File: config.mk
export PLATFORM = sky130hd
export DESIGN_NAME = irr_device_flat
export DESIGN_NICKNAME = d
export VERILOG_FILES = /design/src/rtl/irr_pkg.sv /design/src/rtl/irr_if.sv /design/src/rtl/irr_device.sv /design/src/flat_wrapper.sv
export SDC_FILE = /design/constraint.sdc
export NUM_CORES = 1
export LEC_CHECK = 0
export ABC_AREA = 1
export ABC_CLOCK_PERIOD_IN_PS = 2900
export BUFFER_PORTS_ARGS = -buffer_cell sky130_fd_sc_hd__buf_4
export CAP_MARGIN = 40
export CORE_ASPECT_RATIO = 1.4
export CORE_MARGIN = 5
export CORE_UTILIZATION = 40
export CTS_CLUSTER_DIAMETER = 50
export CTS_CLUSTER_SIZE = 20
export DETAILED_ROUTE_END_ITERATION = 10
export PLACE_DENSITY = 0.82
export SETUP_SLACK_MARGIN = 0.02
export SYNTH_ARGS = -nofsm -noshare
export SYNTH_HDL_FRONTEND = slang
export SYNTH_SLANG_ARGS = --single-unit
export TNS_END_PERCENT = 10
File: constraint.sdc
create_clock -name sys_clk -period 2.9 [get_ports sys_clk]
set_input_delay 0.58 -clock sys_clk [delete_from_list [all_inputs] [get_ports sys_clk]]
set_output_delay 0.58 -clock sys_clk [all_outputs]
set_load 0.02 [all_outputs]
File: src/rtl/irr_pkg.sv
// shared constants and types for interrupt request recognition
package irr_pkg;
    // ************************************************************
    // levels and link encodings
    // ************************************************************
    localparam int LVL_W = 3;
    localparam logic [2:0] LVL_NONE = 3'h0;
    localparam logic [2:0] LVL_NMI = 3'h7;
    localparam logic [1:0] TT_NORMAL = 2'h0;
    localparam logic [1:0] TT_ACK = 2'h3;
    localparam logic [26:0] ACK_ADDR_HI = 27'h7ffffff;
    localparam logic [1:0] ACK_ADDR_LO = 2'h0;
    localparam logic [7:0] AUTOVEC_BASE = 8'h18;
    localparam logic [7:0] VEC_NONE = 8'h00;
    localparam logic [2:0] PSW_MASK_RESET = 3'h7;
    // ************************************************************
    // register port offsets and fields
    // ************************************************************
    localparam logic [3:0] OFS_SRC_MASK = 4'h0;
    localparam logic [3:0] OFS_AUTOVECTOR_SELECT_CFG = 4'h4;
    localparam logic [3:0] OFS_PSW_MASK = 4'h8;
    localparam logic [3:0] OFS_STATUS = 4'hc;
    localparam int AUTOVECTOR_SELECT_SHOW_BIT = 0;
    localparam logic [7:0] SRC_MASK_RESET = 8'h00;
    localparam logic [7:0] AUTOVECTOR_SELECT_CFG_RESET = 8'h00;
    // ************************************************************
    // acknowledge sequencer states
    // ************************************************************
    typedef enum logic [1:0] {
        IRR_IDLE = 2'b00,
        IRR_BUS = 2'b01,
        IRR_DONE = 2'b11
    } irr_ack_state_t;
endpackage : irr_pkg

File: src/rtl/irr_if.sv
// link between the interrupt recognition device and an external requester
`timescale 1ns/1ps
`default_nettype none
interface irr_if;
    logic [2:0] encodedRequestLines; // requested level, 0 means none
    logic addressStrobe; // acknowledge cycle in progress, active high
    logic [1:0] transferType;
    logic [2:0] transferModifier;
    logic [31:0] busAddress;
    logic [7:0] vectorByte; // top data byte answered by requester
    logic transferAcknowledge; // one-cycle termination, active high

    modport dev (
        input encodedRequestLines,
        output addressStrobe,
        output transferType,
        output transferModifier,
        output busAddress,
        input vectorByte,
        input transferAcknowledge
    );
    modport per (
        output encodedRequestLines,
        input addressStrobe,
        input transferType,
        input transferModifier,
        input busAddress,
        output vectorByte,
        output transferAcknowledge
    );
endinterface : irr_if
`default_nettype wire

File: src/rtl/irr_device.sv
// device end: request qualification, masking, exception take and acknowledge cycle
//
// The address-and-strobe port and the placing of the registers were left to the implementer.
`timescale 1ns/1ps
`default_nettype none
// Contract
// (RULE1) take only level above status mask
// (RULE2) source mask blocks sources before core
// (RULE3) request valid after two stable clocks
// (RULE4) requester holds level until acknowledge begins
// (RULE5) levels 1-7 level-sensitive, 7 also edge
// (RULE6) take at boundary after higher exceptions
// (RULE7) one handler instruction before next take
// (RULE8) internal autovector: no external acknowledge cycle
// (RULE9) external autovector: strobe only if show flag 0
// (RULE10) level 7 nonmaskable, upward transition triggers
// (RULE11) held level 7 gives one interrupt
// (RULE12) second edge: hold, drop, raise again
// (RULE13) lowered mask retakes held level 7
// (RULE14) on return, mask back to 7
// (RULE15) hold level 7 until second acknowledge
// (RULE16) software raises mask before masking sources
// (RULE17) acknowledge read type, modifier, address layout
// (RULE18) requester answers vector on top byte
// (RULE19) zero means no request, else level
// (RULE20) edge flag on change below 7 to 7
module irr_device (
    input wire logic sys_clk,
    input wire logic reset,
    irr_if.dev link,
    input wire logic [3:0] regAddr,
    input wire logic [31:0] regWrData,
    input wire logic regWr,
    input wire logic regRd,
    output logic [31:0] regRdData,
    input wire logic instrBoundary,
    input wire logic higherExcPending,
    input wire logic handlerDone,
    input wire logic [2:0] restoreMask,
    input wire logic [2:0] intLevel,
    input wire logic intAutovector,
    output logic excTake,
    output logic [2:0] excLevel,
    output logic vectorValid,
    output logic [7:0] vectorNum
);
    // ************************************************************
    // request qualification
    // ************************************************************
    logic [2:0] sync1_q, sync2_q, sync3_q, qual_q, prevQual_q, qual_d;
    logic nmiPend_q, nmiPend_d, nmiEdge;

    // hold the last level seen stable for two clocks
    always_comb begin
        qual_d = (sync2_q == sync3_q) ? sync3_q : qual_q; // [RULE3]
        nmiEdge = (prevQual_q != irr_pkg::LVL_NMI) && (qual_q == irr_pkg::LVL_NMI); // [RULE20]
    end

    // sample pipeline and qualified level
    always_ff @(posedge sys_clk or posedge reset) begin
        if (reset) begin
            sync1_q <= irr_pkg::LVL_NONE;
            sync2_q <= irr_pkg::LVL_NONE;
            sync3_q <= irr_pkg::LVL_NONE;
            qual_q <= irr_pkg::LVL_NONE;
            prevQual_q <= irr_pkg::LVL_NONE;
        end else begin
            sync1_q <= link.encodedRequestLines; // [RULE3]
            sync2_q <= sync1_q;
            sync3_q <= sync2_q;
            qual_q <= qual_d;
            prevQual_q <= qual_q;
        end
    end

    // ************************************************************
    // masking and take decision
    // ************************************************************
    logic [7:0] srcMask_q, srcMask_d, avCfg_q, avCfg_d;
    logic [2:0] pswMask_q, pswMask_d;
    logic block_q, block_d;
    logic [2:0] extFwd, cand;
    logic candInt, canTake, takeNmi, takeLvl, take;
    logic [2:0] takeLevel;
    irr_pkg::irr_ack_state_t state_q, state_d;

    // forwarded level: zero is no request, level 7 ignores the source mask
    always_comb begin
        extFwd = irr_pkg::LVL_NONE; // [RULE19]
        if (qual_q == irr_pkg::LVL_NMI || (qual_q != irr_pkg::LVL_NONE && !srcMask_q[qual_q])) begin
            extFwd = qual_q; // [RULE2] [RULE10]
        end
        candInt = intLevel > extFwd;
        cand = candInt ? intLevel : extFwd;
        canTake = instrBoundary && !higherExcPending && !block_q
            && (state_q == irr_pkg::IRR_IDLE); // [RULE6] [RULE7]
        takeNmi = canTake && nmiPend_q; // [RULE10] [RULE11]
        takeLvl = canTake && !nmiPend_q && (cand > pswMask_q); // [RULE1] [RULE5] [RULE13]
        take = takeNmi || takeLvl;
        takeLevel = takeNmi ? irr_pkg::LVL_NMI : cand;
    end

    // next mask, pending edge, block and configuration
    always_comb begin
        nmiPend_d = nmiEdge | (nmiPend_q & ~takeNmi); // new edge wins over the take [RULE5]
        block_d = block_q;
        if (take) begin
            block_d = 1'b1; // [RULE7]
        end else if (instrBoundary) begin
            block_d = 1'b0; // first handler instruction has completed
        end
        srcMask_d = srcMask_q;
        avCfg_d = avCfg_q;
        pswMask_d = pswMask_q;
        if (regWr && regAddr == irr_pkg::OFS_SRC_MASK) begin
            srcMask_d = regWrData[7:0];
        end
        if (regWr && regAddr == irr_pkg::OFS_AUTOVECTOR_SELECT_CFG) begin
            avCfg_d = regWrData[7:0];
        end
        if (regWr && regAddr == irr_pkg::OFS_PSW_MASK) begin
            pswMask_d = regWrData[2:0];
        end
        if (take) begin
            pswMask_d = takeLevel;
        end else if (handlerDone) begin
            pswMask_d = restoreMask;
            if (qual_q == irr_pkg::LVL_NMI && restoreMask < irr_pkg::LVL_NMI) begin
                pswMask_d = irr_pkg::LVL_NMI; // [RULE14]
            end
        end
    end

    // mask and control registers
    always_ff @(posedge sys_clk or posedge reset) begin
        if (reset) begin
            nmiPend_q <= 1'b0;
            block_q <= 1'b0;
            srcMask_q <= irr_pkg::SRC_MASK_RESET;
            avCfg_q <= irr_pkg::AUTOVECTOR_SELECT_CFG_RESET;
            pswMask_q <= irr_pkg::PSW_MASK_RESET;
        end else begin
            nmiPend_q <= nmiPend_d;
            block_q <= block_d;
            srcMask_q <= srcMask_d;
            avCfg_q <= avCfg_d;
            pswMask_q <= pswMask_d;
        end
    end

    // ************************************************************
    // acknowledge sequencer
    // ************************************************************
    logic [2:0] lvl_q, lvl_d, tm_q, tm_d;
    logic [1:0] tt_q, tt_d;
    logic [31:0] addr_q, addr_d;
    logic autovector_select_q, autovector_select_d, as_q, as_d, take_q, valid_q, valid_d;
    logic [7:0] vec_q, vec_d;

    // choose autovector or bus acknowledge, then deliver the vector
    always_comb begin
        state_d = state_q;
        lvl_d = lvl_q;
        autovector_select_d = autovector_select_q;
        vec_d = vec_q;
        valid_d = 1'b0;
        case (state_q)
            irr_pkg::IRR_IDLE: begin
                if (take) begin
                    lvl_d = takeLevel;
                    vec_d = 8'(irr_pkg::AUTOVEC_BASE + {5'h00, takeLevel});
                    if (takeLvl && candInt && intAutovector) begin
                        autovector_select_d = 1'b1;
                        state_d = irr_pkg::IRR_DONE; // [RULE8]
                    end else if (avCfg_q[takeLevel]) begin
                        autovector_select_d = 1'b1;
                        state_d = avCfg_q[irr_pkg::AUTOVECTOR_SELECT_SHOW_BIT] ? irr_pkg::IRR_DONE
                            : irr_pkg::IRR_BUS; // [RULE9]
                    end else begin
                        autovector_select_d = 1'b0;
                        state_d = irr_pkg::IRR_BUS;
                    end
                end
            end
            irr_pkg::IRR_BUS: begin
                if (link.transferAcknowledge) begin
                    if (!autovector_select_q) begin
                        vec_d = link.vectorByte; // [RULE18]
                    end
                    state_d = irr_pkg::IRR_DONE;
                end
            end
            irr_pkg::IRR_DONE: begin
                valid_d = 1'b1;
                state_d = irr_pkg::IRR_IDLE;
            end
            default: begin
                state_d = irr_pkg::IRR_IDLE;
            end
        endcase
        as_d = (state_d == irr_pkg::IRR_BUS); // [RULE9]
        tt_d = as_d ? irr_pkg::TT_ACK : irr_pkg::TT_NORMAL; // [RULE17]
        tm_d = as_d ? lvl_d : irr_pkg::LVL_NONE; // [RULE17]
        addr_d = as_d ? {irr_pkg::ACK_ADDR_HI, lvl_d, irr_pkg::ACK_ADDR_LO} : 32'h00000000;
    end

    // sequencer registers
    always_ff @(posedge sys_clk or posedge reset) begin
        if (reset) begin
            state_q <= irr_pkg::IRR_IDLE;
            lvl_q <= irr_pkg::LVL_NONE;
            autovector_select_q <= 1'b0;
            vec_q <= irr_pkg::VEC_NONE;
            as_q <= 1'b0;
            tt_q <= irr_pkg::TT_NORMAL;
            tm_q <= irr_pkg::LVL_NONE;
            addr_q <= 32'h00000000;
            take_q <= 1'b0;
            valid_q <= 1'b0;
        end else begin
            state_q <= state_d;
            lvl_q <= lvl_d;
            autovector_select_q <= autovector_select_d;
            vec_q <= vec_d;
            as_q <= as_d;
            tt_q <= tt_d;
            tm_q <= tm_d;
            addr_q <= addr_d;
            take_q <= take;
            valid_q <= valid_d;
        end
    end

    // acknowledge read fields leave straight from their registers
    assign link.addressStrobe = as_q;
    assign link.transferType = tt_q;
    assign link.transferModifier = tm_q;
    assign link.busAddress = addr_q;
    assign excTake = take_q;
    assign excLevel = lvl_q;
    assign vectorValid = valid_q;
    assign vectorNum = vec_q;

    // ************************************************************
    // register read port
    // ************************************************************
    logic [31:0] rd_q, rd_d;

    // read data stands in the cycle after the read strobe only
    always_comb begin
        rd_d = 32'h00000000;
        if (regRd) begin
            case (regAddr)
                irr_pkg::OFS_SRC_MASK: rd_d = {24'h000000, srcMask_q};
                irr_pkg::OFS_AUTOVECTOR_SELECT_CFG: rd_d = {24'h000000, avCfg_q};
                irr_pkg::OFS_PSW_MASK: rd_d = {29'h00000000, pswMask_q};
                irr_pkg::OFS_STATUS: rd_d = {16'h0000, vec_q, state_q, nmiPend_q, block_q,
                    1'b0, qual_q};
                default: rd_d = 32'h00000000;
            endcase
        end
    end

    // read data register
    always_ff @(posedge sys_clk or posedge reset) begin
        if (reset) begin
            rd_q <= 32'h00000000;
        end else begin
            rd_q <= rd_d;
        end
    end

    assign regRdData = rd_q;
endmodule : irr_device
`default_nettype wire

File: src/flat_wrapper.sv
// flat-port wrapper written by rule: the top's interface ports become plain ports
module irr_device_flat 
  (sys_clk, reset, regAddr, regWrData, regWr, regRd, regRdData, instrBoundary, higherExcPending, handlerDone, restoreMask, intLevel, intAutovector, excTake, excLevel, vectorValid, vectorNum, link_encodedRequestLines, link_addressStrobe, link_transferType, link_transferModifier, link_busAddress, link_vectorByte, link_transferAcknowledge);
  irr_if link_i ();
  input wire logic sys_clk;
  input wire logic reset;
  input wire logic [3:0] regAddr;
  input wire logic [31:0] regWrData;
  input wire logic regWr;
  input wire logic regRd;
  output logic [31:0] regRdData;
  input wire logic instrBoundary;
  input wire logic higherExcPending;
  input wire logic handlerDone;
  input wire logic [2:0] restoreMask;
  input wire logic [2:0] intLevel;
  input wire logic intAutovector;
  output logic excTake;
  output logic [2:0] excLevel;
  output logic vectorValid;
  output logic [7:0] vectorNum;
  input wire logic [$bits(link_i.encodedRequestLines)-1:0] link_encodedRequestLines;
  output wire logic [$bits(link_i.addressStrobe)-1:0] link_addressStrobe;
  output wire logic [$bits(link_i.transferType)-1:0] link_transferType;
  output wire logic [$bits(link_i.transferModifier)-1:0] link_transferModifier;
  output wire logic [$bits(link_i.busAddress)-1:0] link_busAddress;
  input wire logic [$bits(link_i.vectorByte)-1:0] link_vectorByte;
  input wire logic [$bits(link_i.transferAcknowledge)-1:0] link_transferAcknowledge;
  assign link_i.encodedRequestLines = link_encodedRequestLines;
  assign link_addressStrobe = link_i.addressStrobe;
  assign link_transferType = link_i.transferType;
  assign link_transferModifier = link_i.transferModifier;
  assign link_busAddress = link_i.busAddress;
  assign link_i.vectorByte = link_vectorByte;
  assign link_i.transferAcknowledge = link_transferAcknowledge;
  irr_device u_core (.sys_clk(sys_clk), .reset(reset), .link(link_i), .regAddr(regAddr), .regWrData(regWrData), .regWr(regWr), .regRd(regRd), .regRdData(regRdData), .instrBoundary(instrBoundary), .higherExcPending(higherExcPending), .handlerDone(handlerDone), .restoreMask(restoreMask), .intLevel(intLevel), .intAutovector(intAutovector), .excTake(excTake), .excLevel(excLevel), .vectorValid(vectorValid), .vectorNum(vectorNum));
endmodule
==> run summary <==
Die height: 122 microns
Initial Util: 40.4%
Clk slew on worst S/H paths: 60 ps
Routed via count: 3078
Yosys warns: 0
Placed cell area: 4530 sq um
Cell Area, Synth: 3600 sq um
Final period util: 113%
Total gr overflow: 0
Synth cell types: 31
Placeable Area: 8930 sq um
Worst-path maximum fanout: 7
Crit-path slowest cell: dfrtp_2
Final setup fails: 23
Register area: 1810 sq um
RSZ-0062 raised after global routing: yes
Flip-flop and latch count after synthesis: 72
Finished Cell Area: 5130 sq um
Fmax: 306 MHz
Hold Path Class: in2async
DRC Markers: 0
FF-to-FF setup slack: -370 ps
Die ar.: 11000 sq um
Worst Setup SP: u_core.qual_q[0]$_DFFE_PP0N_
Tmin final: 3270 ps
Rel. slew slack: 47.6%
Worst R2R Start: u_core.qual_q[0]$_DFFE_PP0N_
Area of the multi-input gates: 1470 sq um
Clk_lat worst skew: 330 ps
Global-route wire length before repair: 14900 microns
PnR worst setup slack: -366 ps
Die X: 90.2 microns
Wirelength per Cell: 14.3 microns
TritonCTS Buffers: 9
Failing checks: setup timing
Critical Path RT: 3150 ps
Slew Viols, Final: 0
Initial antenna violation count: 0
Power per cell area: 970 nW/um^2
# IOs: 145
Number of global-route vias before repair: 3176
Initial DRC count: 171
Row cnt: 41
Dpl cells: 615
CP max stage delay: 470 ps
Clk root buf: clkbuf_16
Vias per cell: 4.77
Clk buf depth: 2
Seq/Total Area, Yosys: 50.1%
Final Skew: 10.3 ps
Share of cells above drive strength 1: 44.4%
Commonest cells after routing, fill and taps aside: buf_4, dfrtp_1, nand2_1
Tightest Pin Transition: 787 ps
Worst setup EP type: register
Area delta synth->final: 42.3%
Leading cell type in the layout, fill and taps excluded: buf_4
Post-Route WL: 9240 microns
Worst VDD drop: 616 uV
Htree depth: 3
GRT Total Usage: 16.7%
Largest net degree at the start of global routing: 45
Antenna Cells: 0
WP data arrival: 3520 ps
Setup crit end: u_core.pswMask_q[1]$_DFFE_PP1P_
Layout Cells excl Fill: 645
Dpl hpwl: 6760 microns
CP dominant cell by count: nand2_2
DR pass1 iterations: 4
Startpoint Class: register
Fill cell count: 767
Tot Pwr: 4.98 mW
Clock sinks: 72
FF-to-FF End: u_core.pswMask_q[1]$_DFFE_PP1P_
Reg2reg path depth: 25
Mapped Cells: 407
Final Wtd Congestion: 0.918
Number of routed nets with antenna violations: 0
Final nets: 601
Max_cap viols: 0
CTS tree: yes
Avg Inst Size Synth: 8.85 sq um
Leakage: 2.66 nW
Port bufs: 102
Crit Path Class: reg2reg
Run status: finished, violations left
Fin. Hold Viols: 0
==> sequential cells by signal, summed over array words and instances, names as in the netlist, 2 cells and up <==
signal and flops:
u_core.qual_q 3, u_core.sync1_q 3, u_core.excLevel 3, u_core.srcMask_q 8, u_core.sync3_q 3, u_core.prevQual_q 3
u_core.avCfg_q 8, u_core.link.transferModifier 2, u_core.vectorNum 8, u_core.regRdData 16, u_core.pswMask_q 3, u_core.state_q 2
u_core.sync2_q 3
==> stage by stage <==
step / utilization [%] / TNS, ps / hold slack (ps) / setup slack [ps]
5_1_grt: 57.5 / -10170 / 349 / -556
6_report: 57.5 / -6140 / 320 / -366
2_1_floorplan: - / -854 / 331 / -76.0
4_1_cts: 56.7 / -4280 / 345 / -289
3_3_place_gp: 50.7 / -6560 / 334 / -362
3_5_place_dp: 50.7 / -8960 / 342 / -493
==> what timing repair did <==
action,CTS,global route
cloned,0,0
buffers inserted,10,4
hold buffers,0,0
pin swaps,20,11
gates resized for setup,39,10
endpoints found under the setup margin,23,23
==> Yosys cell counts, drive strengths merged <==
cell type,instances,area share [%]
xor2,1,0.24
conb,1,0.10
o211ai,6,1.2
ha,6,2.1
nor3,5,1.1
xnor2,2,0.49
inv,60,6.3
buf,53,11
a221oi,3,0.73
nand4,5,0.87
dfrtp,69,48
dfstp,3,2.2
nand3b,1,0.21
o22ai,5,0.87
nand3,29,5.3
nand2,80,8.5
a21oi,3,0.52
clkbuf,2,0.21
o21ai,45,6.4
nor2,28,3.5
==> layer usage <==
| metal | GRT usage, % | part of all wire, % | vias to the layer above |
|---|---|---|---|
| li1 | - | - | 1490 |
| met1 | 18.1 | 38 | 1438 |
| met2 | 29.8 | 52 | 129 |
| met3 | 5.64 | 7.7 | 21 |
| met4 | 6.89 | 2.1 | 0 |
| met5 | 0 | 0 | - |
==> final cells by class <==
cell class | instances | area share (%)
repair buffers | 153 | 22.8
multi-input cells | 237 | 28.7
well taps | 107 | 2.61
inverters | 60 | 4.66
clock buffers | 12 | 5.00
flip-flops and latches | 72 | 35.3
clock inverters | 4 | 1.00
==> worst min-delay path by stage <==
stage	start	endpoint	slack [ps]	cells past startpoint
after floorplan	u_core.sync1_q[0]$_DFF_PP0_	u_core.sync2_q[0]$_DFF_PP0_	330	0
after global placement	u_core.sync1_q[1]$_DFF_PP0_	u_core.sync2_q[1]$_DFF_PP0_	330	0
after detailed placement	u_core.sync1_q[1]$_DFF_PP0_	u_core.sync2_q[1]$_DFF_PP0_	340	0
after CTS	reset	u_core.vectorNum[5]$_DFFE_PP0P_	350	2
after global routing	link_encodedRequestLines[0]	u_core.sync1_q[0]$_DFF_PP0_	350	1
final	reset	u_core.vectorNum[7]$_DFFE_PP0P_	320	2
==> worst max-delay path: cells and delay by family, from the launching register on <==
family | cells | cell delay (ps)
DFF | 1 | 470
and+or+nand+nor | 13 | 1300
buffers and inverters | 6 | 590
adders and majority gates | 2 | 360
AOI/OAI and AO/OA | 4 | 460
==> where the power goes <==
| group | internal (mW) | switching (mW) |
|---|---|---|
| Sequential | 1.24 | 0.203 |
| Clock | 0.714 | 0.414 |
| Combinational | 1.06 | 1.35 |
| Total | 3.01 | 1.96 |
==> logic make-up (layout without fill, tap and decap cells) <==
logic type | after synthesis | in the layout | share of synthesized area, %
fa+ha+maj | 6 | 6 | 2.08
compound gates | 62 | 62 | 9.72
other cells | 1 | 18 | 0.104
flops | 72 | 72 | 50.1
buf+inv | 115 | 229 | 17.8
simple gates | 148 | 148 | 19.5
xor+xnor | 3 | 3 | 0.729
No activity file was read; power rests on OpenSTA's default activity.
